### config.mk
export PLATFORM = sky130hd
export DESIGN_NAME = vdc_sync_cal_regs
export DESIGN_NICKNAME = d
export VERILOG_FILES = /design/src/vdc_pol_det.v /design/src/vdc_sar_cal.v /design/src/vdc_sync_cal_regs.v
export VERILOG_INCLUDE_DIRS = /design/src
export SDC_FILE = /design/constraint.sdc
export NUM_CORES = 1
export LEC_CHECK = 0
export ABC_AREA = 1
export BUFFER_PORTS_ARGS = -buffer_cell sky130_fd_sc_hd__buf_2
export CAP_MARGIN = 20
export CORE_ASPECT_RATIO = 1.25
export CORE_MARGIN = 2
export CORE_UTILIZATION = 44
export CTS_CLUSTER_DIAMETER = 200
export DETAILED_ROUTE_END_ITERATION = 8
export GPL_ROUTABILITY_DRIVEN = 1
export PLACE_DENSITY = 0.59
export RECOVER_POWER = 50
export SLEW_MARGIN = 40
export SYNTH_ARGS = -nofsm -noshare
export SYNTH_HDL_FRONTEND = slang
export SYNTH_SLANG_ARGS = --single-unit
### constraint.sdc
create_clock -name hclk -period 6.5 [get_ports hclk]
set_input_delay 0.65 -clock hclk [delete_from_list [all_inputs] [get_ports hclk]]
set_output_delay 0.65 -clock hclk [all_outputs]
set_load 0.03 [all_outputs]
### src/vdc_consts.vh
// constants for the sync status and calibration register bank
// assumes a 200 MHz hclk and 32-bit AHB-Lite word addressing
`ifndef VDC_CONSTS_VH
`define VDC_CONSTS_VH

// register indices; byte address is four times the index
`define VDC_IDX_POL 6'h25
`define VDC_IDX_LPF_HI 6'h26
`define VDC_IDX_LPF_LO 6'h27
`define VDC_IDX_TEST1 6'h28
`define VDC_IDX_TEST2 6'h29
`define VDC_IDX_TEST3 6'h2A
`define VDC_IDX_TEST4 6'h2B
`define VDC_IDX_OFS_HOLD 6'h2C
`define VDC_IDX_TEST5 6'h2D
`define VDC_IDX_TEST6 6'h2E
`define VDC_IDX_SOG_FLT 6'h34
`define VDC_IDX_VCO_GEAR 6'h36
`define VDC_IDX_GAIN_MATCH 6'h3C

// field positions
`define VDC_POL_VS1_BIT 4
`define VDC_POL_COAST_BIT 3
`define VDC_POL_CLAMP_BIT 2
`define VDC_POL_EXTRA_BIT 1
`define VDC_OFS_HOLD_BIT 4
`define VDC_SOG_FLT_BIT 2
`define VDC_VCO_GEAR_BIT 0
`define VDC_GAIN_HOLD_BIT 3
`define VDC_GAIN_EN_MSB 2
`define VDC_GAIN_EN_ON 3'h6

// reset values
`define VDC_RST_TEST1 8'hBF
`define VDC_RST_TEST2 8'h00
`define VDC_RST_TEST5 8'hE8
`define VDC_RST_TEST6 8'hE0
`define VDC_RST_OFS_HOLD 8'h00
`define VDC_RST_GAIN_MATCH 8'h00
`define VDC_RST_RO 8'h00
`define VDC_RST_CAL 8'h80

// timing
`define VDC_CLK_NS 5
`define VDC_SOG_MIN_NS 250
`define VDC_SOG_MIN_CYC ((`VDC_SOG_MIN_NS + `VDC_CLK_NS - 1) / `VDC_CLK_NS)
`define VDC_UPDATE_HSYNCS 12'h040
`define VDC_LINES_MAX 12'hFFF
`define VDC_RUN_MAX 16'hFFFF

`endif

### src/vdc_pol_det.v
// polarity detector for one asynchronous sync pin
// assumes a pulse is shorter than the gap between pulses
`timescale 1ns/10ps
`include "vdc_consts.vh"
module vdc_pol_det (
  // clock and reset
  input wire hclk,
  input wire hresetn,
  // pin and results
  input wire pin_in,
  output wire pin_sync,
  output reg polarity_q
);
  reg s1_q;
  reg s2_q;
  reg s3_q;
  reg [15:0] run_q;
  reg [15:0] hi_q;
  reg [15:0] lo_q;

  assign pin_sync = s2_q;

  always @(posedge hclk or negedge hresetn) begin
    if (!hresetn) begin
      s1_q <= 1'b0;
      s2_q <= 1'b0;
      s3_q <= 1'b0;
      run_q <= 16'h0000;
      hi_q <= 16'h0000;
      lo_q <= 16'h0000;
      polarity_q <= 1'b0;
    end else begin
      s1_q <= pin_in;
      s2_q <= s1_q;
      s3_q <= s2_q;
      if (s3_q != s2_q) begin
        if (s3_q)
          hi_q <= run_q;
        else
          lo_q <= run_q;
        run_q <= 16'h0001;
      end else if (run_q != `VDC_RUN_MAX) begin
        run_q <= run_q + 16'h0001;
      end
      // short high phase means the pulse is active high
      polarity_q <= (hi_q != 16'h0000) && (lo_q != 16'h0000) && (hi_q < lo_q);
    end
  end
endmodule

### src/vdc_sar_cal.v
// successive approximation calibration loop, then tracking
// assumes cmp_high is synchronous and means the value is too high
`timescale 1ns/10ps
`include "vdc_consts.vh"
module vdc_sar_cal (
  // clock and reset
  input wire hclk,
  input wire hresetn,
  // control
  input wire run,
  input wire tick,
  input wire cmp_high,
  // result
  output reg [7:0] value_q,
  output wire settled
);
  reg [7:0] mask_q;
  reg run_q;

  assign settled = (mask_q == 8'h00);

  always @(posedge hclk or negedge hresetn) begin
    if (!hresetn) begin
      value_q <= `VDC_RST_CAL;
      mask_q <= 8'h80;
      run_q <= 1'b0;
    end else begin
      run_q <= run;
      if (run && !run_q) begin
        // fresh search: eight steps, inside the ten-update bound
        value_q <= `VDC_RST_CAL;
        mask_q <= 8'h80;
      end else if (run && tick) begin
        if (mask_q != 8'h00) begin
          value_q <= (cmp_high ? (value_q & ~mask_q) : value_q) | (mask_q >> 1);
          mask_q <= mask_q >> 1;
        end else if (cmp_high && value_q != 8'h00) begin
          value_q <= value_q - 8'h01;
        end else if (!cmp_high && value_q != 8'hFF) begin
          value_q <= value_q + 8'h01;
        end
      end
    end
  end
endmodule

### src/vdc_sync_cal_regs.v
// sync status and calibration register bank, AHB-Lite slave
// assumes sync pins are asynchronous; comparators come from the analog front end
// Functional notes
// RULE1: status bit reports second vertical sync polarity, 1 positive, 0 negative.
// RULE2: status bit reports external coast input polarity, 1 positive.
// RULE3: status bit reports clamp signal polarity, 1 positive.
// RULE4: status bit reads 1 when extra pulses occur inside a horizontal line.
// RULE5: twelve-bit horizontal syncs per vertical sync, high byte then low nibble.
// RULE6: software writes 0xBF to the first test register.
// RULE7: software writes zero to second test register and offset-hold spare bits.
// RULE8: software writes 0xE8 and 0xE0 to fifth and sixth test registers.
// RULE9: third and fourth test registers are read-only.
// RULE10: offset hold bit 1 updates offset continuously, 0 freezes it.
// RULE11: one-time offset: enable, set hold, wait, clear hold.
// RULE12: offset and gain loops settle within ten update intervals.
// RULE13: software should prefer continuous updates, else redo after power-up or mode change.
// RULE14: green sync filter rejects pulses narrower than 250 ns when enabled.
// RULE15: gear bit 1 selects the low oscillator range.
// RULE16: software keeps gain register upper four bits zero.
// RULE17: gain hold 1 updates gains continuously, 0 freezes; resets to 0.
// RULE18: one-time gain: enable, set hold, wait, clear hold.
// RULE19: gain field 000 disables gain matching, 110 enables it.
// RULE20: software writes only 000 or 110 to the gain enable field.
// RULE21: writes to polarity and sync count registers are ignored.
//
// Register access over AHB-Lite was chosen for this implementation.
`timescale 1ns/10ps
`include "vdc_consts.vh"
module vdc_sync_cal_regs (
  // clock and reset
  input wire hclk,
  input wire hresetn,
  // ahb-lite slave
  input wire hsel,
  input wire [31:0] haddr,
  input wire [1:0] htrans,
  input wire hwrite,
  input wire [2:0] hsize,
  input wire [31:0] hwdata,
  input wire hready,
  output wire hreadyout,
  output wire hresp,
  output reg [31:0] hrdata,
  // sync pins
  input wire active_hsync,
  input wire active_vsync,
  input wire second_vertical_sync_input,
  input wire coast_in,
  input wire clamp_in,
  input wire sync_on_green,
  // calibration comparators and enables
  input wire auto_offset_en,
  input wire offset_cmp_high,
  input wire gain_cmp_high,
  // outputs to the analog side
  output reg sync_on_green_filtered,
  output wire green_sync_pulse_filter_on,
  output wire oscillator_low_range,
  output wire [7:0] offset_value,
  output wire [7:0] gain_value,
  output wire offset_settled,
  output wire gain_settled
);
  // register state
  reg [7:0] test1_q;
  reg [7:0] test2_q;
  reg [7:0] test5_q;
  reg [7:0] test6_q;
  reg [7:0] ofs_hold_q;
  reg sog_flt_q;
  reg vco_gear_q;
  reg [7:0] gain_match_q;
  // bus data phase
  reg wr_pend_q;
  reg [5:0] wr_idx_q;
  // synchronisers for non-polarity inputs
  reg [2:0] cmp_s1_q;
  reg [2:0] cmp_s2_q;
  // sync edge tracking
  reg hs_prev_q;
  reg vs_prev_q;
  // line and frame counting
  reg [11:0] line_acc_q;
  reg [11:0] line_cnt_q;
  reg [15:0] period_run_q;
  reg [15:0] period_q;
  reg extra_acc_q;
  reg extra_q;
  // update tick
  reg [11:0] upd_cnt_q;
  // green sync filter
  reg [7:0] sog_run_q;
  reg sog_prev_q;

  wire hs_sync;
  wire vs_sync;
  wire vs1_sync;
  wire coast_sync;
  wire clamp_sync;
  wire hs_pol;
  wire vs_pol;
  wire vs1_pol;
  wire coast_pol;
  wire clamp_pol;
  wire hs_act;
  wire vs_act;
  wire hs_lead;
  wire vs_lead;
  wire short_line;
  wire upd_tick;
  wire ofs_run;
  wire gain_run;
  wire sog_sync;
  wire bus_req;
  wire [5:0] req_idx;
  wire addr_ok;
  wire [7:0] status_byte;

  // polarity detectors also supply the synchronised pin level
  vdc_pol_det u_pol_hs (
    .hclk(hclk),
    .hresetn(hresetn),
    .pin_in(active_hsync),
    .pin_sync(hs_sync),
    .polarity_q(hs_pol)
  );

  vdc_pol_det u_pol_vs (
    .hclk(hclk),
    .hresetn(hresetn),
    .pin_in(active_vsync),
    .pin_sync(vs_sync),
    .polarity_q(vs_pol)
  );

  vdc_pol_det u_pol_vs1 (
    .hclk(hclk),
    .hresetn(hresetn),
    .pin_in(second_vertical_sync_input),
    .pin_sync(vs1_sync),
    .polarity_q(vs1_pol)
  );

  vdc_pol_det u_pol_coast (
    .hclk(hclk),
    .hresetn(hresetn),
    .pin_in(coast_in),
    .pin_sync(coast_sync),
    .polarity_q(coast_pol)
  );

  vdc_pol_det u_pol_clamp (
    .hclk(hclk),
    .hresetn(hresetn),
    .pin_in(clamp_in),
    .pin_sync(clamp_sync),
    .polarity_q(clamp_pol)
  );

  // status byte: unused bit positions read zero
  assign status_byte = {3'b000,
                        vs1_pol,   // [RULE1]
                        coast_pol, // [RULE2]
                        clamp_pol, // [RULE3]
                        extra_q,   // [RULE4]
                        1'b0};

  // normalise syncs to active high before edge detection
  assign hs_act = hs_pol ? hs_sync : ~hs_sync;
  assign vs_act = vs_pol ? vs_sync : ~vs_sync;
  assign hs_lead = hs_act & ~hs_prev_q;
  assign vs_lead = vs_act & ~vs_prev_q;
  // a leading edge before half a line is an extra pulse
  assign short_line = (period_q != 16'h0000) && (period_run_q < {1'b0, period_q[15:1]});

  always @(posedge hclk or negedge hresetn) begin
    if (!hresetn) begin
      hs_prev_q <= 1'b1; // act level reads high while polarity is unknown: no false lead
      vs_prev_q <= 1'b1;
      line_acc_q <= 12'h000;
      line_cnt_q <= 12'h000;
      period_run_q <= 16'h0000;
      period_q <= 16'h0000;
      extra_acc_q <= 1'b0;
      extra_q <= 1'b0;
    end else begin
      hs_prev_q <= hs_act;
      vs_prev_q <= vs_act;
      if (period_run_q != `VDC_RUN_MAX)
        period_run_q <= period_run_q + 16'h0001;
      if (hs_lead && !short_line) begin
        period_q <= period_run_q;
        period_run_q <= 16'h0000;
      end
      if (vs_lead) begin
        // frame ends: publish counts, restart accumulation
        line_cnt_q <= line_acc_q; // [RULE5]
        line_acc_q <= {11'h000, hs_lead && !short_line};
        extra_q <= extra_acc_q | (hs_lead & short_line); // [RULE4]
        extra_acc_q <= 1'b0;
      end else begin
        if (hs_lead && !short_line && line_acc_q != `VDC_LINES_MAX)
          line_acc_q <= line_acc_q + 12'h001; // [RULE5]
        if (hs_lead && short_line)
          extra_acc_q <= 1'b1; // [RULE4]
      end
    end
  end

  // calibration update interval counted in lines
  assign upd_tick = hs_lead && !short_line && (upd_cnt_q == `VDC_UPDATE_HSYNCS - 12'h001);

  always @(posedge hclk or negedge hresetn) begin
    if (!hresetn) begin
      upd_cnt_q <= 12'h000;
    end else if (hs_lead && !short_line) begin
      if (upd_cnt_q == `VDC_UPDATE_HSYNCS - 12'h001)
        upd_cnt_q <= 12'h000;
      else
        upd_cnt_q <= upd_cnt_q + 12'h001;
    end
  end

  // comparator inputs cross from the analog side
  always @(posedge hclk or negedge hresetn) begin
    if (!hresetn) begin
      cmp_s1_q <= 3'b000;
      cmp_s2_q <= 3'b000;
    end else begin
      cmp_s1_q <= {sync_on_green, gain_cmp_high, offset_cmp_high};
      cmp_s2_q <= cmp_s1_q;
    end
  end

  assign sog_sync = cmp_s2_q[2];
  assign ofs_run = auto_offset_en & ofs_hold_q[`VDC_OFS_HOLD_BIT]; // [RULE10]
  // reserved enable codes leave gain matching off
  assign gain_run = (gain_match_q[`VDC_GAIN_EN_MSB:0] == `VDC_GAIN_EN_ON) // [RULE19]
                    & gain_match_q[`VDC_GAIN_HOLD_BIT]; // [RULE17]

  // both loops finish the search in eight updates [RULE12]
  vdc_sar_cal u_cal_ofs (
    .hclk(hclk),
    .hresetn(hresetn),
    .run(ofs_run),
    .tick(upd_tick),
    .cmp_high(cmp_s2_q[0]),
    .value_q(offset_value),
    .settled(offset_settled)
  );

  vdc_sar_cal u_cal_gain (
    .hclk(hclk),
    .hresetn(hresetn),
    .run(gain_run),
    .tick(upd_tick),
    .cmp_high(cmp_s2_q[1]),
    .value_q(gain_value),
    .settled(gain_settled)
  );

  // green sync filter: a level must hold for the minimum width to pass
  always @(posedge hclk or negedge hresetn) begin
    if (!hresetn) begin
      sog_run_q <= 8'h00;
      sog_prev_q <= 1'b0;
      sync_on_green_filtered <= 1'b0;
    end else begin
      sog_prev_q <= sog_sync;
      if (sog_sync != sog_prev_q)
        sog_run_q <= 8'h01;
      else if (sog_run_q != 8'hFF)
        sog_run_q <= sog_run_q + 8'h01;
      if (!sog_flt_q)
        sync_on_green_filtered <= sog_sync; // [RULE14]
      else if (sog_sync == sog_prev_q && {24'h000000, sog_run_q} >= (`VDC_SOG_MIN_CYC - 1))
        sync_on_green_filtered <= sog_sync; // [RULE14]
    end
  end

  assign green_sync_pulse_filter_on = sog_flt_q;
  assign oscillator_low_range = vco_gear_q; // [RULE15]

  // ahb-lite: zero wait states, always OKAY
  assign hreadyout = 1'b1;
  assign hresp = 1'b0;
  assign bus_req = hsel & hready & htrans[1];
  assign req_idx = haddr[7:2];
  assign addr_ok = (haddr[31:8] == 24'h000000) & (haddr[1:0] == 2'b00);

  always @(posedge hclk or negedge hresetn) begin
    if (!hresetn) begin
      wr_pend_q <= 1'b0;
      wr_idx_q <= 6'h00;
      hrdata <= 32'h00000000;
    end else begin
      wr_pend_q <= bus_req & hwrite & addr_ok;
      wr_idx_q <= req_idx;
      if (bus_req && !hwrite) begin
        hrdata <= 32'h00000000;
        if (addr_ok) begin
          case (req_idx)
            `VDC_IDX_POL: hrdata[7:0] <= status_byte;
            `VDC_IDX_LPF_HI: hrdata[7:0] <= line_cnt_q[11:4]; // [RULE5]
            `VDC_IDX_LPF_LO: hrdata[7:0] <= {line_cnt_q[3:0], 4'h0}; // [RULE5]
            `VDC_IDX_TEST1: hrdata[7:0] <= test1_q;
            `VDC_IDX_TEST2: hrdata[7:0] <= test2_q;
            `VDC_IDX_TEST3: hrdata[7:0] <= `VDC_RST_RO; // [RULE9]
            `VDC_IDX_TEST4: hrdata[7:0] <= `VDC_RST_RO; // [RULE9]
            `VDC_IDX_OFS_HOLD: hrdata[7:0] <= ofs_hold_q;
            `VDC_IDX_TEST5: hrdata[7:0] <= test5_q;
            `VDC_IDX_TEST6: hrdata[7:0] <= test6_q;
            `VDC_IDX_SOG_FLT: hrdata[`VDC_SOG_FLT_BIT] <= sog_flt_q;
            `VDC_IDX_VCO_GEAR: hrdata[`VDC_VCO_GEAR_BIT] <= vco_gear_q;
            `VDC_IDX_GAIN_MATCH: hrdata[7:0] <= gain_match_q;
            default: hrdata <= 32'h00000000;
          endcase
        end
      end
    end
  end

  // write data arrives in the data phase; read-only indices fall through
  always @(posedge hclk or negedge hresetn) begin
    if (!hresetn) begin
      test1_q <= `VDC_RST_TEST1;
      test2_q <= `VDC_RST_TEST2;
      test5_q <= `VDC_RST_TEST5;
      test6_q <= `VDC_RST_TEST6;
      ofs_hold_q <= `VDC_RST_OFS_HOLD;
      sog_flt_q <= 1'b0;
      vco_gear_q <= 1'b0;
      gain_match_q <= `VDC_RST_GAIN_MATCH; // [RULE17]
    end else if (wr_pend_q) begin
      case (wr_idx_q)
        `VDC_IDX_TEST1: test1_q <= hwdata[7:0];
        `VDC_IDX_TEST2: test2_q <= hwdata[7:0];
        `VDC_IDX_OFS_HOLD: ofs_hold_q <= hwdata[7:0]; // [RULE10]
        `VDC_IDX_TEST5: test5_q <= hwdata[7:0];
        `VDC_IDX_TEST6: test6_q <= hwdata[7:0];
        `VDC_IDX_SOG_FLT: sog_flt_q <= hwdata[`VDC_SOG_FLT_BIT]; // [RULE14]
        `VDC_IDX_VCO_GEAR: vco_gear_q <= hwdata[`VDC_VCO_GEAR_BIT]; // [RULE15]
        `VDC_IDX_GAIN_MATCH: gain_match_q <= hwdata[7:0]; // [RULE19]
        default: test1_q <= test1_q; // [RULE21] [RULE9]
      endcase
    end
  end
endmodule

==> results of run 1 <==
-- critical path, stage by stage --
cell and delay, ns:
dlygate4sd3_1 0.52, clkbuf_1 1.83, buf_12 0.36, buf_16 0.36
-- cell type report --
| type | instances | area [sq um] | share of cell area |
|---|---|---|---|
| flip-flops and latches | 447 | 11200 | 0.432 |
| clock inverters | 13 | 125 | 0.00482 |
| repair buffers | 91 | 551 | 0.0212 |
| inverters | 405 | 1530 | 0.0589 |
| multi-input cells | 1882 | 10200 | 0.393 |
| clock buffers | 77 | 1500 | 0.0580 |
| well taps | 672 | 841 | 0.0324 |
-- worst paths after layout --
kind / to / start / depth (start not counted)
max: u_cal_gain.value_q[7] / hresetn / 4
min: cmp_s1_q[2] / sync_on_green / 1
max reg2reg: u_cal_gain.value_q[7] / u_cal_gain.value_q[7] / 16
min reg2reg: cmp_s2_q[0] / cmp_s1_q[0] / 0
max in group hclk: u_cal_gain.value_q[7] / u_cal_gain.value_q[7] / 16
min in group asynchronous: cmp_s1_q[2] / hresetn / 2
-- what timing repair did --
| action | CTS | global route |
|---|---|---|
| hold buffers | 1 | 0 |
| buffers inserted | 0 | 0 |
| hold endpoints to repair | 32 | 0 |
| setup endpoints to repair | 0 | 0 |
-- synthesized netlist by cell type, drive strengths merged (38+ instances only) --
cell type	instances	area, sq um
nor2	205	863
nand4	67	455
clkbuf	46	173
o21ai	304	1550
ha	122	1530
nand3	148	786
buf	39	283
a21oi	163	820
nor4	38	253
dfrtp	427	10700
inv	403	1520
nand2	610	2370
nor3	64	383
-- where the power goes --
| part | total [mW] | internal [mW] | switching, mW |
|---|---|---|---|
| sequential | 3.14 | 2.97 | 0.169 |
| combinational | 1.08 | 0.339 | 0.738 |
| clock | 2.80 | 1.66 | 1.14 |
| total | 7.02 | 4.98 | 2.05 |
-- per-stage QoR --
| stage | instances | area [sq um] |
|---|---|---|
| after global placement | 3493 | 24300 |
| after floorplan | 2819 | 23500 |
| after global routing | 3587 | 25900 |
| final | 3587 | 25900 |
| after detailed placement | 3494 | 24400 |
| after CTS | 3585 | 26000 |
-- routing by layer --
metal  GRT usage  vias to the layer above  part of all wire
met5           0                        -                 0
met4      0.0611                        0             0.027
met3      0.0294                       96             0.035
met2       0.343                      324              0.50
met1       0.240                     8879              0.44
li1            -                     9381                 -
-- cell families (layout without fill, tap and decap cells) --
kind of cell / Yosys count / in the layout / synth area share
xor gates and xnor gates: 29 / 29 / 0.0109
DFF: 447 / 447 / 0.480
AOI/OAI and AO/OA: 545 / 545 / 0.128
muxes: 10 / 10 / 0.00482
buffers and inverters: 490 / 586 / 0.0849
adders and majority gates: 124 / 124 / 0.0671
other: 2 / 26 / 0.000321
and+or+nand+nor: 1148 / 1148 / 0.224
==> key figures, run 1 <==
Run status
  • Status: complete, but fails checks
  • Failing checks: capacitance limit, slew limit

Setup path
  • Flop2flop setup slack: 3.76 ns
  • Setup crit end kind: async pin
  • WP data required: 7.17 ns
  • Critical path fanouts, max: 85
  • Worst Path Class, Setup: primary input to async pin
  • Setup crit start kind: primary input
  • WP data arrival: 3.87 ns

Route
  • Wirelength, routed: 51.7 mm
  • First drt pass iteration count: 5
  • Number of remaining DRC errors: 0
  • WL/cell: 14.4 um
  • Post-detailed-route via-to-cell ratio: 5.21
  • Vias after detailed routing: 18,700
  • Post-DRT Antenna Nets: 0
  • Initial drt markers: 1,073

Global routing
  • Remaining Overflow, GRT: 0
  • Number of antenna violations at the first check in global routing: 1
  • First-pass GRT wire length: 88.6 mm
  • Maximum number of pins on one net before global-route repair: 138
  • Overall track demand over capacity in global routing: 0.192
  • Vias in the first global route: 18,500

Synthesis
  • Total number of yosys warnings: 0
  • Yosys reg bits: 447
  • Main synth FF type: dfrtp_1
  • Number of flops mapped to enable cells by yosys: 0
  • Cell variety after synth: 66
  • Cell area after technology mapping: between 20,000 and 25,000 sq um
  • Instance count of the mapped netlist: 2,795
  • Post-Synthesis Mean Instance Area: around 8.4 sq um
  • Share of flip-flops with an asynchronous set or reset: 1.00
  • Fraction of the yosys area taken by sequential cells: 0.480

Finish
  • Final core utilization: 0.494
  • Commonest non-fill, non-tap cells in the layout: nand2_1 (597), dfrtp_1 (427), inv_1 (364), o21ai_0 (266), nor2_1 (184)
  • Diode count: 0
  • Fraction of final layout cells sized beyond drive strength 1: 0.102
  • Commonest non-fill, non-tap cell in the layout: nand2_1
  • Post-layout nets: approximately 3,000
  • Fillers: 5,078
  • Synth-to-Final Area Change: 11.1%

Floorplan
  • Vertical die dimension: 262 um
  • Initial standard-cell utilization of the core: 0.444
  • Top-level I/O count: 138
  • Die Area: ~55,000 sq um
  • Core area: 52,600 sq um
  • Floorplan die width: 210 um
  • Std-Cell Rows: 94

Timing
  • Maximum frequency from static timing analysis: around 310 MHz
  • Slack of the critical path: 3.30 ns
  • Worst Tran Pin Value: ~2.6 ns
  • RSZ-0062 raised after global routing: no
  • Ratio of final minimum period to clock period: 0.492
  • Relative slew margins: -0.719
  • Worst hold slack: 0.169 ns
  • Final number of max-transition violations: 39
  • Final clock skew: 0.0120 ns
  • Number of setup violations in the final report: 0
  • Final hold violation count: 0
  • Setup tns final: 0 ns
  • Min Clock Period, post-route: around 3.2 ns

Placed design
  • Post-place setup slack: around 3.8 ns
  • Placer Congestion: 0.895
  • HPWL Detailed: 37.3 mm
  • I/O Buffers: 83

Clocking
  • Maximum buffer depth of the clock tree: 3
  • Post-cts sizing count: 0
  • Clock edge transition at the registers on the reported setup and hold paths: 0.06 ns
  • Latest clock arrival within the worst-skew pair: 0.58 ns
  • Cell at the root of the clock tree: clkbuf_16
  • Number of clock sinks seen by CTS: 447
  • CTS buffer count: 49
  • TritonCTS clock tree: done
  • CTS H-tree depth: 2

Hold path
  • Hold/Removal Path Class: primary input to flop

Power
  • Reported leakage power: 12.5 nW
  • Pwr dens: between 200 and 300 nW/um^2
  • Total power: ~7.0 mW
  • Max VDD drop: 174 uV

Run
  • Count of maximum capacitance violations: 1
(Power assumes the default switching activity.)
==> run 2, diff against run 1 <==
==> constraint.sdc (replaced) <==
create_clock -name hclk -period 2.98 [get_ports hclk]
set_input_delay 0.298 -clock hclk [delete_from_list [all_inputs] [get_ports hclk]]
set_output_delay 0.298 -clock hclk [all_outputs]
set_load 0.03 [all_outputs]
==> run 2 against run 1 <==
The run still ends with capacitance limit, slew limit left. Final cell count is 0.92% higher. Non-clock buffer count is 29 higher. Wire length is 2.1% higher.
==> key figures, run 2 (same netlist as run 1, synthesis figures left out) <==
Run status
  • Status: complete, but fails checks
  • Failing checks: capacitance limit, slew limit

Timing
  • Ratio of final minimum period to clock period: 0.853
  • Maximum frequency from static timing analysis: 393 MHz
  • Relative slew margins: -0.0780
  • Number of setup violations in the final report: 0
  • Min Clock Period, post-route: between 2 and 3 ns
  • Final number of max-transition violations: 68
  • Worst Tran Pin Value: about 1.6 ns
  • RSZ-0062 raised after global routing: no
  • Final hold violation count: 0
  • Final clock skew: 0.0334 ns
  • Setup tns final: 0 ns

Finish
  • Diode count: 0
  • Post-layout nets: 3,113
  • Synth-to-Final Area Change: 12.2%
  • Fillers: 4,977
  • Count of non-filler cells in the finished layout: 3,620
  • Area taken by multi-input logic gates: 10,300 sq um
  • Fraction of final layout cells sized beyond drive strength 1: 0.108
  • Commonest non-fill, non-tap cell in the layout: nand2_1
  • Area taken by flip-flops and latches: 11,200 sq um
  • Commonest non-fill, non-tap cells in the layout: nand2_1 (595), dfrtp_1 (427), inv_1 (364), o21ai_0 (266), nor2_1 (183)

Placed design
  • Placer Congestion: 0.878
  • HPWL Detailed: around 39 mm
  • I/O Buffers: a little over 80
  • Total instance count after detailed placement: 3,509

Route
  • Vias after detailed routing: 18,800
  • Number of remaining DRC errors: 0
  • Wirelength, routed: between 50 and 60 mm
  • WL/cell: 14.6 um
  • Post-detailed-route via-to-cell ratio: 5.18
  • Post-DRT Antenna Nets: 0
  • First drt pass iteration count: 5
  • Initial drt markers: 1,095

Clocking
  • Number of clock sinks seen by CTS: about 450
  • CTS H-tree depth: 2
  • Maximum buffer depth of the clock tree: 3
  • Post-cts sizing count: 0
  • CTS buffer count: 50
  • Cell at the root of the clock tree: clkbuf_16
  • Latest clock arrival within the worst-skew pair: 0.61 ns
  • Clock edge transition at the registers on the reported setup and hold paths: 0.06 ns
  • TritonCTS clock tree: done

Run
  • Count of maximum capacitance violations: 3

Floorplan
  • Top-level I/O count: 138
  • Vertical die dimension: about 260 um
  • Std-Cell Rows: 94
  • Die Area: between 50,000 and 60,000 sq um
  • Floorplan die width: 210 um
  • Core area: 52,600 sq um
  • Initial standard-cell utilization of the core: 0.444

Power
  • Max VDD drop: 410 uV
  • Reported leakage power: 12.6 nW
  • Pwr dens: between 500 and 600 nW/um^2

Global routing
  • Number of antenna violations at the first check in global routing: 0
  • Overall track demand over capacity in global routing: 0.197
  • First-pass GRT wire length: 90.0 mm
  • Remaining Overflow, GRT: 0
  • Maximum number of pins on one net before global-route repair: 87
  • Vias in the first global route: 18,800

Setup path
  • Critical path fanouts, max: 8
  • Worst Path Class, Setup: flop to flop
  • Setup crit end kind: flop
  • Flop2flop setup slack: around 0.44 ns
  • Setup crit start kind: flop
  • WP data required: 3.46 ns
  • WP data arrival: 3.02 ns

Hold path
  • Hold/Removal Path Class: primary input to flop
==> run 2: per-stage QoR <==
step	worst slack, ns	util	instance area [sq um]	hold slack [ns]	power (mW)
after detailed placement	0.421	0.466	24500	0.335	9.42
final	0.438	0.498	26200	0.0466	15.4
after global routing	0.138	0.498	26200	0.0720	16.3
after global placement	0.408	0.466	24500	0.332	9.33
after CTS	0.412	0.500	26300	0.0238	15.7
after floorplan	0.524	-	23500	0.00241	8.69
==> run 2: path summary, 6_finish.rpt <==
path / startpoint / end / cells after the start
max: u_cal_ofs.value_q[0] / u_cal_ofs.value_q[5] / 14
min: hwdata[5] / test5_q[5] / 3
max reg2reg: u_cal_ofs.value_q[0] / u_cal_ofs.value_q[5] / 14
min reg2reg: u_pol_vs1.s1_q / u_pol_vs1.pin_sync / 0
max in group asynchronous: hresetn / u_pol_coast.run_q[13] / 3
min in group asynchronous: hresetn / gain_match_q[7] / 2
==> run 2: layout make-up <==
class                           instances  share of cell area
Clock buffer                           81              0.0580
Clock inverter                         13             0.00449
Inverter                              405              0.0583
Multi-Input combinational cell       1882               0.392
Sequential cell                       447               0.428
Tap cell                              672              0.0321
Timing Repair Buffer                  120              0.0273
==> run 2: timing repair <==
action | in CTS | in global routing
buffers inserted | 0 | 0
hold buffers | 17 | 0
endpoints found under the hold margin | 79 | 0
==> run 2: power by group <==
part	leakage (nW)	switching, mW	internal (mW)
logic	6.09	1.67	0.763
clock network	0.803	2.54	3.58
registers	5.75	0.361	6.49
==> run 2: layer usage <==
layer,GRT usage,vias up,share of wire
met5,0,-,0
met4,0.0660,0,0.028
met3,0.0287,99,0.033
met2,0.359,322,0.51
met1,0.238,8897,0.43
li1,-,9438,-
==> run 2: critical path: stages (launching register included) <==
cell and delay (ns):
dfrtp_1 0.48, inv_2 0.09, nand3_1 0.09, o21ai_1 0.24, inv_1 0.20, ha_1 0.42, nand2_1 0.07, inv_1 0.09
nand3_1 0.07, o21ai_0 0.26, nor2_1 0.07, o21ai_0 0.17, inv_1 0.05, nand3_1 0.07, nand2_1 0.06
